`config.mk`:
```
export PLATFORM = sky130hd
export DESIGN_NAME = timer_blocks
export DESIGN_NICKNAME = d
export VERILOG_FILES = /design/src/timer_blocks_pkg.sv /design/src/timer_blocks.sv /design/src/ms_tick_gen.sv /design/src/elapsed_counter.sv
export SDC_FILE = /design/constraint.sdc
export NUM_CORES = 2
export LEC_CHECK = 0
export ABC_AREA = 1
export BUFFER_PORTS_ARGS = -buffer_cell sky130_fd_sc_hd__clkbuf_2
export CORE_AREA = 2 2 334 336
export DETAILED_ROUTE_END_ITERATION = 12
export DIE_AREA = 0 0 336 338
export HOLD_SLACK_MARGIN = 0.12
export PLACE_DENSITY = 0.56
export SYNTH_ARGS = -nofsm -noshare
export SYNTH_HDL_FRONTEND = slang
export SYNTH_SLANG_ARGS = --single-unit
export TNS_END_PERCENT = 50
```
`constraint.sdc`:
```
create_clock -name core_clk_in -period 23.5 [get_ports core_clk_in]
set_clock_uncertainty 0.15 [all_clocks]
set_input_delay 1.175 -clock core_clk_in [delete_from_list [all_inputs] [get_ports core_clk_in]]
set_output_delay 1.175 -clock core_clk_in [all_outputs]
set_load 0.05 [all_outputs]
```
`src/timer_blocks_pkg.sv`:
```
/*
 * constants, carrier structs, state codes and time helpers for the
 * timed function blocks. assumes a 20 MHz core clock and register bus access.
 */
package timer_blocks_pkg;

	// clock and tick timing
	localparam int unsigned CLK_PERIOD_NS  = 50;
	localparam int unsigned TICK_PERIOD_NS = 1000000;
	localparam int unsigned TICK_CYCLES    = TICK_PERIOD_NS / CLK_PERIOD_NS;

	localparam int unsigned ADDR_W = 8;
	localparam int unsigned DATA_W = 32;

	// register byte offsets
	localparam logic [7:0] OFS_STATUS    = 8'h00;
	localparam logic [7:0] OFS_PAR_BASE  = 8'h04;
	localparam logic [7:0] OFS_RUN_DLY   = 8'h18;
	localparam logic [7:0] OFS_RUN_PULSE = 8'h1c;
	localparam logic [7:0] OFS_RUN_BLINK = 8'h20;

	// time parameter slots, at OFS_PAR_BASE + 4 * index
	localparam int unsigned NUM_PAR       = 5;
	localparam int unsigned PAR_DLY_HIGH  = 0;
	localparam int unsigned PAR_DLY_LOW   = 1;
	localparam int unsigned PAR_PULSE_W   = 2;
	localparam int unsigned PAR_BLK_HIGH  = 3;
	localparam int unsigned PAR_BLK_LOW   = 4;
	localparam logic [31:0] PARAM_RST     = 32'h0000000a;

	// block positions in q and status vectors
	localparam int unsigned BLK_DLY   = 0;
	localparam int unsigned BLK_PULSE = 1;
	localparam int unsigned BLK_TOG   = 2;
	localparam int unsigned BLK_BLINK = 3;
	localparam int unsigned STAT_TRG_LSB = 4;

	// time field layout: hours, minutes, seconds, milliseconds
	localparam int unsigned HOUR_LSB = 22;
	localparam int unsigned MIN_LSB  = 16;
	localparam int unsigned SEC_LSB  = 10;
	localparam logic [9:0]  HOUR_MAX = 10'h3e7;
	localparam logic [5:0]  MIN_MAX  = 6'h3b;
	localparam logic [5:0]  SEC_MAX  = 6'h3b;
	localparam logic [9:0]  MS_MAX   = 10'h3de;
	localparam logic [9:0]  MS_MIN   = 10'h00a;
	localparam logic [31:0] MS_PER_HOUR = 32'h0036ee80;
	localparam logic [31:0] MS_PER_MIN  = 32'h0000ea60;
	localparam logic [31:0] MS_PER_SEC  = 32'h000003e8;

	typedef struct packed {
		logic        psel;
		logic        penable;
		logic        pwrite;
		logic [7:0]  paddr;
		logic [31:0] pwdata;
	} bus_req_s;

	typedef struct packed {
		logic [31:0] prdata;
		logic        pready;
		logic        pslverr;
	} bus_rsp_s;

	typedef enum logic [1:0] {
		DLY_LOW  = 2'b00,
		DLY_HIGH = 2'b01,
		DLY_RISE = 2'b10,
		DLY_FALL = 2'b11
	} dly_state_e;

	typedef enum logic [1:0] {
		BLK_OFF  = 2'b00,
		BLK_ON   = 2'b01,
		BLK_GAP  = 2'b10
	} blink_state_e;

	// keep each field inside its range, never below the least time
	function automatic logic [31:0] clamp_time(input logic [31:0] w);
		logic [9:0] h;
		logic [5:0] m;
		logic [5:0] s;
		logic [9:0] ms;
		h  = (w[31:22] > HOUR_MAX) ? HOUR_MAX : w[31:22];
		m  = (w[21:16] > MIN_MAX) ? MIN_MAX : w[21:16];
		s  = (w[15:10] > SEC_MAX) ? SEC_MAX : w[15:10];
		ms = (w[9:0] > MS_MAX) ? MS_MAX : w[9:0];
		if (h == 10'h000 && m == 6'h00 && s == 6'h00 && ms < MS_MIN) begin
			ms = MS_MIN;
		end
		return {h, m, s, ms};
	endfunction : clamp_time

	function automatic logic [31:0] time_to_ms(input logic [31:0] w);
		logic [31:0] hp;
		logic [31:0] mp;
		logic [31:0] sp;
		hp = 32'(w[31:22]) * MS_PER_HOUR;
		mp = 32'(w[21:16]) * MS_PER_MIN;
		sp = 32'(w[15:10]) * MS_PER_SEC;
		return hp + mp + sp + 32'(w[9:0]);
	endfunction : time_to_ms

endpackage : timer_blocks_pkg

```
`src/timer_blocks.sv`:
```
/*
 * four timed function blocks: on/off delay, one-shot, toggle latch and
 * blinker, with time parameters and running values behind a register bus.
 * assumes trigger and reset pins synchronous to core_clk_in, and srst_in
 * as the power-on reset.
 */
// Behaviour
// RULE1 - trigger rising starts the high-going delay timing
// RULE2 - trigger falling starts the low-going delay timing
// RULE3 - delay reset clears timer and output, beating the trigger
// RULE4 - trigger held high through high delay sets delay output
// RULE5 - trigger dropping early abandons high delay, output stays low
// RULE6 - trigger held low through low delay clears delay output
// RULE7 - trigger rising early abandons low delay, output stays high
// RULE8 - times held as hours, minutes, seconds, ms, up to 999:59:59.990
// RULE9 - each timed block shows its elapsed time as a running value
// RULE10 - one-shot rising edge gives a pulse of configured width
// RULE11 - one-shot ignores trigger while its output is high
// RULE12 - one-shot reset forces output low and clears the timer
// RULE13 - optional retentive one-shot keeps timer state through reset
// RULE14 - toggle latch inverts output on each trigger rising edge
// RULE15 - toggle reset forces output low, beating a trigger edge
// RULE16 - toggle latch output starts at zero after power-up
// RULE17 - toggle trigger already high at start counts as an edge
// RULE18 - blinker held trigger gives high time then low time, repeating
// RULE19 - blinker stops with output low while trigger is low
// RULE20 - blinker reset holds output low; release resumes by trigger level
// RULE21 - blinker has separate high and low time parameters
// RULE22 - all timers count a shared millisecond tick against parameters
// RULE23 - one-shot reset beats a same-cycle trigger edge
`timescale 1ns/1ps
module timer_blocks import timer_blocks_pkg::*; #(
	parameter int unsigned TICKS = TICK_CYCLES
) (
	input  wire logic        core_clk_in,
	input  wire logic        srst_in,
	input  wire bus_req_s    bus_req_in,
	output bus_rsp_s         bus_rsp_out,
	input  wire logic [3:0]  trg_in,
	input  wire logic [3:0]  rst_in,
	input  wire logic        retain_en_in,
	output logic [3:0]       q_out,
	output logic [31:0]      dly_run_out,
	output logic [31:0]      pulse_run_out,
	output logic [31:0]      blink_run_out
);
	logic        tick;
	logic [3:0]  trg_prev_r;
	logic [3:0]  rise;
	logic [31:0] param_r [NUM_PAR];

	// rule 22 shared tick
	// RULE22 common ms tick
	ms_tick_gen #(
		.TICKS (TICKS)
	) u_tick (
		.core_clk_in (core_clk_in),
		.srst_in     (srst_in),
		.tick_out    (tick)
	);

	// previous levels reset to zero, so a high level at start is an edge
	// RULE17 start level edge
	always_ff @(posedge core_clk_in) begin
		if (srst_in) begin
			trg_prev_r <= 4'h0;
		end else begin
			trg_prev_r <= trg_in;
		end
	end
	assign rise = trg_in & ~trg_prev_r;

	// ---- register bus slave ----
	wire       setup_ph = bus_req_in.psel && !bus_req_in.penable;
	wire       access   = bus_req_in.psel && bus_req_in.penable;
	wire [7:0] addr     = bus_req_in.paddr;
	wire [7:0] par_off  = addr - OFS_PAR_BASE;
	wire       hit_par  = (addr >= OFS_PAR_BASE) && (addr < OFS_RUN_DLY)
	                      && (addr[1:0] == 2'b00);
	wire [2:0] par_idx  = par_off[4:2];
	wire       hit_stat = (addr == OFS_STATUS);
	wire       hit_rdly = (addr == OFS_RUN_DLY);
	wire       hit_rpls = (addr == OFS_RUN_PULSE);
	wire       hit_rblk = (addr == OFS_RUN_BLINK);
	wire       addr_ok  = hit_par || hit_stat || hit_rdly || hit_rpls || hit_rblk;
	wire       wr_en    = access && bus_req_in.pwrite && hit_par;

	wire [31:0] status_word = {24'h000000, trg_in, q_out};
	wire [31:0] rd_mux = hit_stat ? status_word :
	                     hit_par  ? param_r[par_idx] :
	                     hit_rdly ? dly_run_out :
	                     hit_rpls ? pulse_run_out :
	                     hit_rblk ? blink_run_out : 32'h00000000;

	logic [31:0] prdata_r;

	// read data caught in the setup cycle, shown in the access cycle
	always_ff @(posedge core_clk_in) begin
		if (srst_in) begin
			prdata_r <= '0;
		end else if (setup_ph) begin
			prdata_r <= rd_mux;
		end
	end

	// RULE8 clamped time fields
	always_ff @(posedge core_clk_in) begin
		if (srst_in) begin
			for (int i = 0; i < NUM_PAR; i++) begin
				param_r[i] <= PARAM_RST;
			end
		end else if (wr_en) begin
			param_r[par_idx] <= clamp_time(bus_req_in.pwdata);
		end
	end

	assign bus_rsp_out = '{
		prdata:  prdata_r,
		pready:  1'b1,
		pslverr: access && !addr_ok
	};

	// ---- on/off delay ----
	dly_state_e  dly_st_r;
	dly_state_e  dly_st_nxt;
	logic        dly_done;
	wire         dly_timing = (dly_st_r == DLY_RISE) || (dly_st_r == DLY_FALL);
	wire  [31:0] dly_target = time_to_ms((dly_st_r == DLY_RISE) ?
	                          param_r[PAR_DLY_HIGH] : param_r[PAR_DLY_LOW]);

	always_comb begin
		dly_st_nxt = dly_st_r;
		case (dly_st_r)
			// RULE1 start high timing
			DLY_LOW: dly_st_nxt = trg_in[BLK_DLY] ? DLY_RISE : DLY_LOW;
			// RULE4 RULE5 finish or abandon
			DLY_RISE: begin
				if (!trg_in[BLK_DLY]) begin
					dly_st_nxt = DLY_LOW;
				end else if (dly_done) begin
					dly_st_nxt = DLY_HIGH;
				end
			end
			// RULE2 start low timing
			DLY_HIGH: dly_st_nxt = trg_in[BLK_DLY] ? DLY_HIGH : DLY_FALL;
			// RULE6 RULE7 finish or abandon
			DLY_FALL: begin
				if (trg_in[BLK_DLY]) begin
					dly_st_nxt = DLY_HIGH;
				end else if (dly_done) begin
					dly_st_nxt = DLY_LOW;
				end
			end
			default: dly_st_nxt = DLY_LOW;
		endcase
	end

	// RULE3 reset beats trigger
	always_ff @(posedge core_clk_in) begin
		if (srst_in || rst_in[BLK_DLY]) begin
			dly_st_r <= DLY_LOW;
		end else begin
			dly_st_r <= dly_st_nxt;
		end
	end

	// RULE9 delay running value
	elapsed_counter u_dly_cnt (
		.core_clk_in (core_clk_in),
		.srst_in     (srst_in),
		.clr_in      (rst_in[BLK_DLY] || !dly_timing),
		.run_in      (dly_timing),
		.tick_in     (tick),
		.target_in   (dly_target),
		.count_out   (dly_run_out),
		.done_out    (dly_done)
	);

	// ---- one-shot ----
	logic pulse_q_r;
	logic pulse_done;
	wire  pulse_srst = srst_in && !retain_en_in;
	wire  pulse_start = rise[BLK_PULSE] && !pulse_q_r;

	// RULE13 retentive keeps state
	// RULE12 RULE23 reset wins
	// RULE10 RULE11 pulse without retrigger
	always_ff @(posedge core_clk_in) begin
		if (pulse_srst || rst_in[BLK_PULSE]) begin
			pulse_q_r <= 1'b0;
		end else if (pulse_start) begin
			pulse_q_r <= 1'b1;
		end else if (pulse_q_r && pulse_done) begin
			pulse_q_r <= 1'b0;
		end
	end

	// RULE9 pulse running value
	elapsed_counter u_pulse_cnt (
		.core_clk_in (core_clk_in),
		.srst_in     (pulse_srst),
		.clr_in      (rst_in[BLK_PULSE] || !pulse_q_r),
		.run_in      (pulse_q_r),
		.tick_in     (tick),
		.target_in   (time_to_ms(param_r[PAR_PULSE_W])),
		.count_out   (pulse_run_out),
		.done_out    (pulse_done)
	);

	// ---- toggle latch ----
	logic tog_q_r;

	// RULE16 RULE15 RULE14 toggle with reset
	always_ff @(posedge core_clk_in) begin
		if (srst_in || rst_in[BLK_TOG]) begin
			tog_q_r <= 1'b0;
		end else if (rise[BLK_TOG]) begin
			tog_q_r <= !tog_q_r;
		end
	end

	// ---- blinker ----
	blink_state_e blk_st_r;
	blink_state_e blk_st_nxt;
	logic         blk_done;
	wire          blk_trg = trg_in[BLK_BLINK];
	// RULE21 separate phase times
	wire   [31:0] blk_target = time_to_ms((blk_st_r == BLK_ON) ?
	                           param_r[PAR_BLK_HIGH] : param_r[PAR_BLK_LOW]);

	always_comb begin
		blk_st_nxt = blk_st_r;
		case (blk_st_r)
			// RULE20 resume by level
			BLK_OFF: blk_st_nxt = blk_trg ? BLK_ON : BLK_OFF;
			// RULE18 RULE19 cycle or stop
			BLK_ON: begin
				if (!blk_trg) begin
					blk_st_nxt = BLK_OFF;
				end else if (blk_done) begin
					blk_st_nxt = BLK_GAP;
				end
			end
			BLK_GAP: begin
				if (!blk_trg) begin
					blk_st_nxt = BLK_OFF;
				end else if (blk_done) begin
					blk_st_nxt = BLK_ON;
				end
			end
			default: blk_st_nxt = BLK_OFF;
		endcase
	end

	// RULE20 reset holds low
	always_ff @(posedge core_clk_in) begin
		if (srst_in || rst_in[BLK_BLINK]) begin
			blk_st_r <= BLK_OFF;
		end else begin
			blk_st_r <= blk_st_nxt;
		end
	end

	// RULE9 blink running value
	elapsed_counter u_blk_cnt (
		.core_clk_in (core_clk_in),
		.srst_in     (srst_in),
		.clr_in      (rst_in[BLK_BLINK] || blk_st_nxt != blk_st_r
		              || blk_st_r == BLK_OFF),
		.run_in      (blk_st_r != BLK_OFF),
		.tick_in     (tick),
		.target_in   (blk_target),
		.count_out   (blink_run_out),
		.done_out    (blk_done)
	);

	// outputs straight from state flip-flops
	assign q_out = {
		blk_st_r[0],
		tog_q_r,
		pulse_q_r,
		dly_st_r[0]
	};

	// ---- checks ----
	property p_dly_rst;
		@(posedge core_clk_in) disable iff (srst_in)
		rst_in[BLK_DLY] |=> !q_out[BLK_DLY] && dly_run_out == 32'h00000000;
	endproperty
	a_dly_rst: assert property (p_dly_rst) // RULE3
		else $error("delay reset did not clear output and timer");

	property p_dly_rise;
		@(posedge core_clk_in) disable iff (srst_in)
		$rose(q_out[BLK_DLY]) |-> $past(trg_in[BLK_DLY]) && $past(dly_done);
	endproperty
	a_dly_rise: assert property (p_dly_rise) // RULE4
		else $error("delay output rose without expired high time");

	property p_dly_abandon;
		@(posedge core_clk_in) disable iff (srst_in)
		(dly_st_r == DLY_RISE && !trg_in[BLK_DLY] && !rst_in[BLK_DLY])
		|=> dly_st_r == DLY_LOW && !q_out[BLK_DLY] ##1 dly_run_out == 32'h00000000;
	endproperty
	a_dly_abandon: assert property (p_dly_abandon) // RULE5
		else $error("early drop did not abandon high delay");

	property p_dly_keep;
		@(posedge core_clk_in) disable iff (srst_in)
		(dly_st_r == DLY_FALL && trg_in[BLK_DLY] && !rst_in[BLK_DLY])
		|=> q_out[BLK_DLY] && dly_st_r == DLY_HIGH;
	endproperty
	a_dly_keep: assert property (p_dly_keep) // RULE7
		else $error("early rise did not keep delay output high");

	property p_pulse_start;
		@(posedge core_clk_in) disable iff (srst_in)
		(pulse_start && !rst_in[BLK_PULSE])
		|=> pulse_q_r && pulse_run_out == 32'h00000000;
	endproperty
	a_pulse_start: assert property (p_pulse_start) // RULE10
		else $error("one-shot did not start its pulse");

	property p_pulse_hold;
		@(posedge core_clk_in) disable iff (srst_in)
		(pulse_q_r && !pulse_done && !rst_in[BLK_PULSE])
		|=> pulse_q_r && pulse_run_out >= $past(pulse_run_out);
	endproperty
	a_pulse_hold: assert property (p_pulse_hold) // RULE11
		else $error("one-shot pulse was cut or restarted");

	property p_pulse_rst;
		@(posedge core_clk_in) disable iff (srst_in)
		rst_in[BLK_PULSE] |=> !pulse_q_r && pulse_run_out == 32'h00000000;
	endproperty
	a_pulse_rst: assert property (p_pulse_rst) // RULE12
		else $error("one-shot reset did not clear pulse");

	property p_tog_flip;
		@(posedge core_clk_in) disable iff (srst_in)
		(rise[BLK_TOG] && !rst_in[BLK_TOG]) |=> tog_q_r != $past(tog_q_r);
	endproperty
	a_tog_flip: assert property (p_tog_flip) // RULE14
		else $error("toggle latch did not invert");

	property p_tog_rst;
		@(posedge core_clk_in) disable iff (srst_in)
		rst_in[BLK_TOG] |=> !tog_q_r;
	endproperty
	a_tog_rst: assert property (p_tog_rst) // RULE15
		else $error("toggle reset did not clear output");

	property p_blk_stop;
		@(posedge core_clk_in) disable iff (srst_in)
		(!blk_trg || rst_in[BLK_BLINK]) |=> !q_out[BLK_BLINK];
	endproperty
	a_blk_stop: assert property (p_blk_stop) // RULE19
		else $error("blinker output high with trigger low or reset");

	c_dly_high: cover property (@(posedge core_clk_in) $rose(q_out[BLK_DLY]));
	c_pulse_end: cover property (@(posedge core_clk_in) $fell(pulse_q_r));
	c_blk_gap: cover property (@(posedge core_clk_in) blk_st_r == BLK_GAP);
	c_tog_flip: cover property (@(posedge core_clk_in) $rose(tog_q_r));
endmodule : timer_blocks

```
`src/ms_tick_gen.sv`:
```
/*
 * millisecond tick divider: one-cycle enable every TICK_CYCLES clocks.
 * assumes a free-running core clock.
 */
`timescale 1ns/1ps
module ms_tick_gen import timer_blocks_pkg::*; #(
	parameter int unsigned TICKS = TICK_CYCLES
) (
	input  wire logic core_clk_in,
	input  wire logic srst_in,
	output logic      tick_out
);
	localparam int unsigned CW = (TICKS > 2) ? $clog2(TICKS) : 1;
	localparam logic [CW-1:0] LAST = CW'(TICKS - 1);

	if (TICKS < 2) begin : g_chk
		$error("ms_tick_gen needs at least two cycles per tick");
	end

	logic [CW-1:0] div_r;
	logic          tick_r;

	always_ff @(posedge core_clk_in) begin
		if (srst_in) begin
			div_r  <= '0;
			tick_r <= 1'b0;
		end else begin
			div_r  <= (div_r == LAST) ? '0 : div_r + 1'b1;
			tick_r <= (div_r == LAST);
		end
	end

	assign tick_out = tick_r;
endmodule : ms_tick_gen

```
`src/elapsed_counter.sv`:
```
/*
 * saturating elapsed-millisecond counter with clear and compare.
 * assumes a one-cycle tick enable from the divider.
 */
`timescale 1ns/1ps
module elapsed_counter import timer_blocks_pkg::*; (
	input  wire logic        core_clk_in,
	input  wire logic        srst_in,
	input  wire logic        clr_in,
	input  wire logic        run_in,
	input  wire logic        tick_in,
	input  wire logic [31:0] target_in,
	output logic [31:0]      count_out,
	output logic             done_out
);
	logic [31:0] cnt_r;

	always_ff @(posedge core_clk_in) begin
		if (srst_in || clr_in) begin
			cnt_r <= '0;
		end else if (run_in && tick_in && cnt_r != 32'hffffffff) begin
			cnt_r <= cnt_r + 32'h00000001;
		end
	end

	assign count_out = cnt_r;
	assign done_out  = (cnt_r >= target_in);
endmodule : elapsed_counter

```
# --- After elaboration in Yosys (flattened, before gate mapping) ---
# Memories as Yosys holds them, arrays and structs flattened.
# Cells that the tools add are included.
op_classes:
  addsub: 14
  mul: 9
  order_cmp: 10
  eq_ne: 15
  mux: 37
  bitwise_logic: 2
  n_reduce_logical: 53
op_table:
  columns: ["operator", "count"]
  rows:
  - ["$mux 32", 8]
  - ["$add 32x1->32 const B", 3]
  - ["$add 32x10->32", 3]
  - ["$add 32x16->32", 3]
  - ["$add 32x22->32", 3]
  - ["$ge 32x32->1", 3]
  - ["$ne 32x32->1 const B", 3]
  - ["$mul 10x15->25 const B", 3]
  - ["$mul 6x11->17 const B", 3]
  - ["$mux 10", 5]
  - ["$mul 6x7->13 const B", 3]
  - ["$reduce_or 32->1", 1]
  - ["$gt 10x10->1 const B", 2]
  - ["$mux 2", 10]
  - ["$logic_and 1x1->1", 19]
  - ["$eq 8x5->1 const B", 2]
  - ["$logic_or 1x1->1", 16]
  - ["$add 15x1->15 const B", 1]
  - ["$eq 15x15->1 const B", 1]
  - ["$gt 6x6->1 const B", 2]
  - ["$logic_not 6->1", 2]
  - ["$mux 6", 2]
  - ["$logic_not 10->1", 1]
  - ["$lt 10x4->1 const B", 1]
  - ["other kinds (20)", 40]
word_totals:
  regBits: 153
  ramBits: 160
  input_bits: 54
  elab_cells: 152
  memories: 1
memory_table:
  columns: ["name", "words", "width", "read_ports", "rd_clocked_by_memory_dff", "wr", "line_no", "text"]
  rows:
  - ["param_r", 5, 32, 6, 0, 5, "timer_blocks.sv:50", "logic [31:0] param_r [NUM_PAR];"]

# --- Logic depth before layout (Yosys ltp) ---
logic_depth:
  depth_word: 14
  depth_mapped: 51
  depth_no_buf: 50

# --- Cells and area by module ---
# Synthesis repeated with hierarchy kept, for this count alone.
hier_totals:
  cells_unflattened: 6002
  hier_area_um2: 45671.3
by_module_without_submodules:
  columns: ["module", "instances", "cells_each", "area_each_um2"]
  rows:
  - ["timer_blocks", 1, 4431, 35916.9]
  - ["elapsed_counter", 3, 480, 2960.3]
  - ["ms_tick_gen", 1, 131, 873.3]

# --- Least setup slack after synthesis ---
# No wires, ideal clock.
synth_timing:
  path_type: "reg-to-reg"
  startpoint: "reg blk_st_r[1]"
  endpoint: "reg u_blk_cnt.cnt_r[21] (netlist: u_blk_cnt.count_out[21])"
  arrival_time_ns: 8.532
  setup_slack_ns: 14.701
  stages_incl_launch_ff: 47
  path_cell_list: "dfxtp_1 > inv_1 > nand2_1 > clkbuf_1 > clkbuf_1 > nand2_1 > o21ai_0 > inv_1 > fa_1 > fa_1 > inv_1 > fa_1 > fa_1 > inv_1 > fa_1 > inv_1 > ha_1 > nand2_1 > [... 11 more ...] > nand3_1 > nand3_1 > nand4_1 > nand2_1 > nand2_1 > nor3_1 > nor2_1 > ha_1 > nand4_1 > inv_1 > nand2_1 > nor4_1 > nand4_1 > nand3_1 > or2_2 > clkbuf_1 > buf_2 > nor2_1"
synth_between:
  elab_chain_len: 14
  elab_cells_between_ends: 23
synth_rtl:
  columns: ["element", "line_no", "text"]
  rows:
  - ["start: declaration", "timer_blocks.sv:223", "blink_state_e blk_st_r;"]
  - ["start signal: assignment", "timer_blocks.sv:260", "blk_st_r <= blk_st_nxt;"]
  - ["$eq 2x1->1", "timer_blocks.sv:228, timer_blocks.sv:233", null]
  - ["$mux 32", "timer_blocks.sv:228", "wire [31:0] blk_target = time_to_ms((blk_st_r == BLK_ON) ?"]
  - ["$mul 10x15->25 / $mul 6x11->17 (equally long branches)", "timer_blocks_pkg.sv:98, timer_blocks_pkg.sv:99", null]
  - ["$add 32x22->32", "timer_blocks_pkg.sv:101", "return hp + mp + sp + 32'(w[9:0]);"]
  - ["$add 32x16->32", "timer_blocks_pkg.sv:101", null]
  - ["$add 32x10->32", "timer_blocks_pkg.sv:101", null]
  - ["$ge 32x32->1", "elapsed_counter.sv:27", "assign done_out = (cnt_r >= target_in);"]
  - ["$mux 2 (on tied branches)", "timer_blocks.sv:247, timer_blocks.sv:240", null]
  - ["$mux 2 (on tied branches)", "timer_blocks.sv:245, timer_blocks.sv:238", null]
  - ["$pmux 2 s3", "timer_blocks.sv:233", "case (blk_st_r)"]
  - ["$ne 2x2->1", "timer_blocks.sv:268", ".clr_in (rst_in[BLK_BLINK] || blk_st_nxt != blk_st_r"]
  - ["$logic_or 1x1->1", "timer_blocks.sv:268", null]
  - ["$logic_or 1x1->1", "timer_blocks.sv:269", "|| blk_st_r == BLK_OFF),"]
  - ["$logic_or 1x1->1", "elapsed_counter.sv:19", "if (srst_in || clr_in) begin"]
  - ["end signal: assignment", "elapsed_counter.sv:22", "cnt_r <= cnt_r + 32'h00000001;"]
  - ["end: declaration", "elapsed_counter.sv:16", "logic [31:0] cnt_r;"]
# Parallel ways exist; a longest one is shown, timed or not.
# A chain may end at the register's enable or synchronous reset.

# --- Final worst setup path ---
layout_timing:
  startpoint: "reg blk_st_r[1]"
  endpoint: "reg u_blk_cnt.cnt_r[1] (netlist: u_blk_cnt.count_out[1])"
# The elaborated chain is that of the path after synthesis.

==> results_dict.tcl <==
set metrics [dict create \
    status "finished, final reports clean" \
    finalSetupViolations 0 \
    wire_per_inst_um 20.2 \
    worstSetupPathType "reg2reg" \
    drv_slew 0 \
    yosys.area_share.simple 0.201 \
    min_path_type "reg2reg" \
    reg2reg_depth 46 \
    synth_top_cell_by_area "edfxtp_1" \
    synth_common_cells "nand2_1 (1078), inv_1 (941), ha_1 (611)" \
    synthesis.nets 6530 \
    grt_pass1_wl_mm 219 \
    root_buffer "clkbuf_16" \
    synth-compound-area-share 0.100 \
    first_iter_violations 3250 \
    cts-resized-gates 0 \
    async_flop_share 0 \
    clkLatencyLatePin_ps 670 \
    period_share 0.445 \
    crit_path_end_kind "flip-flop" \
    max_cap_viol_count 0 \
    boundaryPins 188 \
    post_dp_cell_area_sq_mm 0.0462 \
    holdPathStages 1 \
    ant_nets 0 \
    hpwl_mm 122 \
    max_freq_mhz 95.6 \
    final_hold_viol_count 0 \
    netlist_area_sq_mm 0.0438 \
    synth_fa_ha_area_frac 0.307 \
    slew_headroom 0.172 \
    cp-start-kind "flip-flop" \
    crit_required_ps 23860 \
    vias 37500 \
    ys_warn_count 0 \
    die_x_um 336 \
    synth_top_area_share 0.176 \
    ys_seq_area_frac 0.245 \
    critical_path.most_common_cell "nand2_1" \
    synth-main-ff-cell "edfxtp_1" \
    first_pass_iters 5 \
    critPathLaunch "blk_st_r[1]$_SDFF_PP0_" \
    antenna_found_initial 6 \
    grt_pass1_vias 35600 \
    dieHeight_um 338 \
    tns_ps 0 \
    critPathMaxFanout 51 \
    max_stage_delay_ps 640 \
    timing.rr.start "blk_st_r[1]$_SDFF_PP0_" \
    synth_seq_cells 408 \
    r2r_slack_ps 13040 \
    path_clk_slew_ps 70 \
    worstPathArrival_ps 10820 \
    syn_inst 5575 \
    fin_area_sq_mm 0.0478 \
    routed_via_density 5.18 \
    synthMuxAreaShare 0.00458 \
    drc 0 \
    cts_tree "done" \
    grt-ovfl-total 0 \
    endpoint "u_blk_cnt.count_out[1]$_SDFFE_PP0P_" \
    post_cts.repair.setup_buffers 0 \
    gr-usage-all-layers 0.256 \
    synth_top_family_by_area "adder cells" \
    fin_crit_ps 10460 \
    yosysMostFrequentCell "nand2_1" \
    gp_congestion 0.956 \
    cts.htree.levels 2 \
    synth_xor_area_frac 0.0454 \
    r2r-end "u_blk_cnt.count_out[1]$_SDFFE_PP0P_" \
    initial_core_util 0.398 \
    rows 122 \
    syn_area_per_cell_sq_um 7.85 \
    grt_setup_unrepaired "false" \
    nets 6664 \
    drt-total-wl_mm 146 \
    drive_gt1_frac 0.0593 \
    crit_slowest_cell "or2_2" \
    clock-sinks 408 \
    synth_edf_count 256 \
    synth.top_cells.by_area "edfxtp_1 (18%), ha_1 (17%), fa_1 (13%), nand2_1 (9.2%), inv_1 (8.1%)" \
    synth_cell_types 54 \
    grt_max_degree 68 \
    worstMarginPinSlew_ps 1230 \
    antenna_cells 0 \
    area_delta_synth_final_pct 9.19 \
    cts_buffer_depth 3 \
    cts_buffers 48 \
    coreArea_sq_mm 0.110 \
    port_buffers 186 \
    cts_hold_buf 0 \
    die_area_sq_mm 0.114 \
]
-- routing by layer --
metal	track usage	routed length, um	vias to the layer above
met3	0.0279	8930	210
met2	0.400	64000	1152
met5	0	11	-
li1	-	-	18400
met1	0.362	67000	17800
met4	0.0998	6330	2
-- logic make-up after synthesis --
logic type / count (synthesis)
AOI/OAI and AO/OA: 813
and+or+nand+nor: 2116
adders and majority gates: 901
other: 1
muxes: 20
buffers and inverters: 1089
xor gates and xnor gates: 227
DFF: 408
-- placed cells by master (no fill, tap or decap), types with 11 or more instances in the layout --
cell type | Yosys | layout
clkinv_1 | 6 | 14
inv_1 | 941 | 940
nor3_1 | 93 | 93
or2_2 | 11 | 11
mux2i_1 | 20 | 20
o21bai_1 | 19 | 19
o21ai_0 | 303 | 302
nor4_1 | 36 | 36
nor3b_1 | 11 | 11
buf_4 | 7 | 31
fa_1 | 290 | 290
nand2_1 | 1078 | 1075
o211ai_1 | 22 | 22
xor2_1 | 154 | 154
a21oi_1 | 372 | 372
clkbuf_2 | 0 | 185
a21o_1 | 11 | 11
edfxtp_1 | 256 | 256
o22ai_1 | 21 | 21
nand4_1 | 70 | 70
ha_1 | 611 | 611
a22oi_1 | 31 | 31
dfxtp_1 | 152 | 152
nor2_1 | 577 | 572
xnor2_1 | 73 | 73
clkbuf_16 | 0 | 48
nand3_1 | 210 | 210
-- through the flow --
step | hold slack, ps | utilization | worst slack [ps] | std cells
global route | 322 | 0.434 | 12160 | 7236
detailed placement | 292 | 0.420 | 13110 | 7147
finish | 302 | 0.434 | 13040 | 7236
global placement | 281 | 0.420 | 13330 | 7147
floorplan | 268 | - | 14700 | 5575
CTS | 300 | 0.434 | 13050 | 7236
-- area by class of cell --
class                      count  area, sq um
clock buffer                  59         1250
clock inverter                30          318
fill                       11300        62300
inverter                     956         3590
multi-input combinational   4078        28900
sequential                   408        10700
tap                         1488         1860
timing repair buffer         217         1170
-- how the worst min path moves through the flow --
stage                                           from                    endpoint
after floorplan           u_tick.div_r[0]$_SDFF_PP0_  u_tick.div_r[0]$_SDFF_PP0_
after global placement    u_tick.div_r[0]$_SDFF_PP0_  u_tick.div_r[0]$_SDFF_PP0_
after detailed placement  u_tick.div_r[0]$_SDFF_PP0_  u_tick.div_r[0]$_SDFF_PP0_
after CTS                 u_tick.div_r[0]$_SDFF_PP0_  u_tick.div_r[0]$_SDFF_PP0_
after global routing      u_tick.div_r[0]$_SDFF_PP0_  u_tick.div_r[0]$_SDFF_PP0_
final                     u_tick.div_r[0]$_SDFF_PP0_  u_tick.div_r[0]$_SDFF_PP0_
-- state kept, by name (all words and copies together) (netlist names), named ones only --
name,count
blk_st_r,2
dly_st_r,1
param_r,256
prdata_r,32
pulse_q_r,1
tog_q_r,1
trg_prev_r,2
u_blk_cnt.count_out,32
u_dly_cnt.count_out,32
u_pulse_cnt.count_out,32
u_tick.div_r,15
u_tick.tick_out,1
-- worst max-delay path: cells and delay by family, from the launching register on --
family | cells | cell delay [ps]
adders and majority gates | 10 | 4000
xor gates and xnor gates | 1 | 220
DFF | 1 | 340
buffers and inverters | 9 | 1290
and+or+nand+nor | 24 | 4000
AOI/OAI and AO/OA | 2 | 190
Power is not shown: default switching activity piles up to over one toggle a cycle in this logic, so the estimate is an artifact.
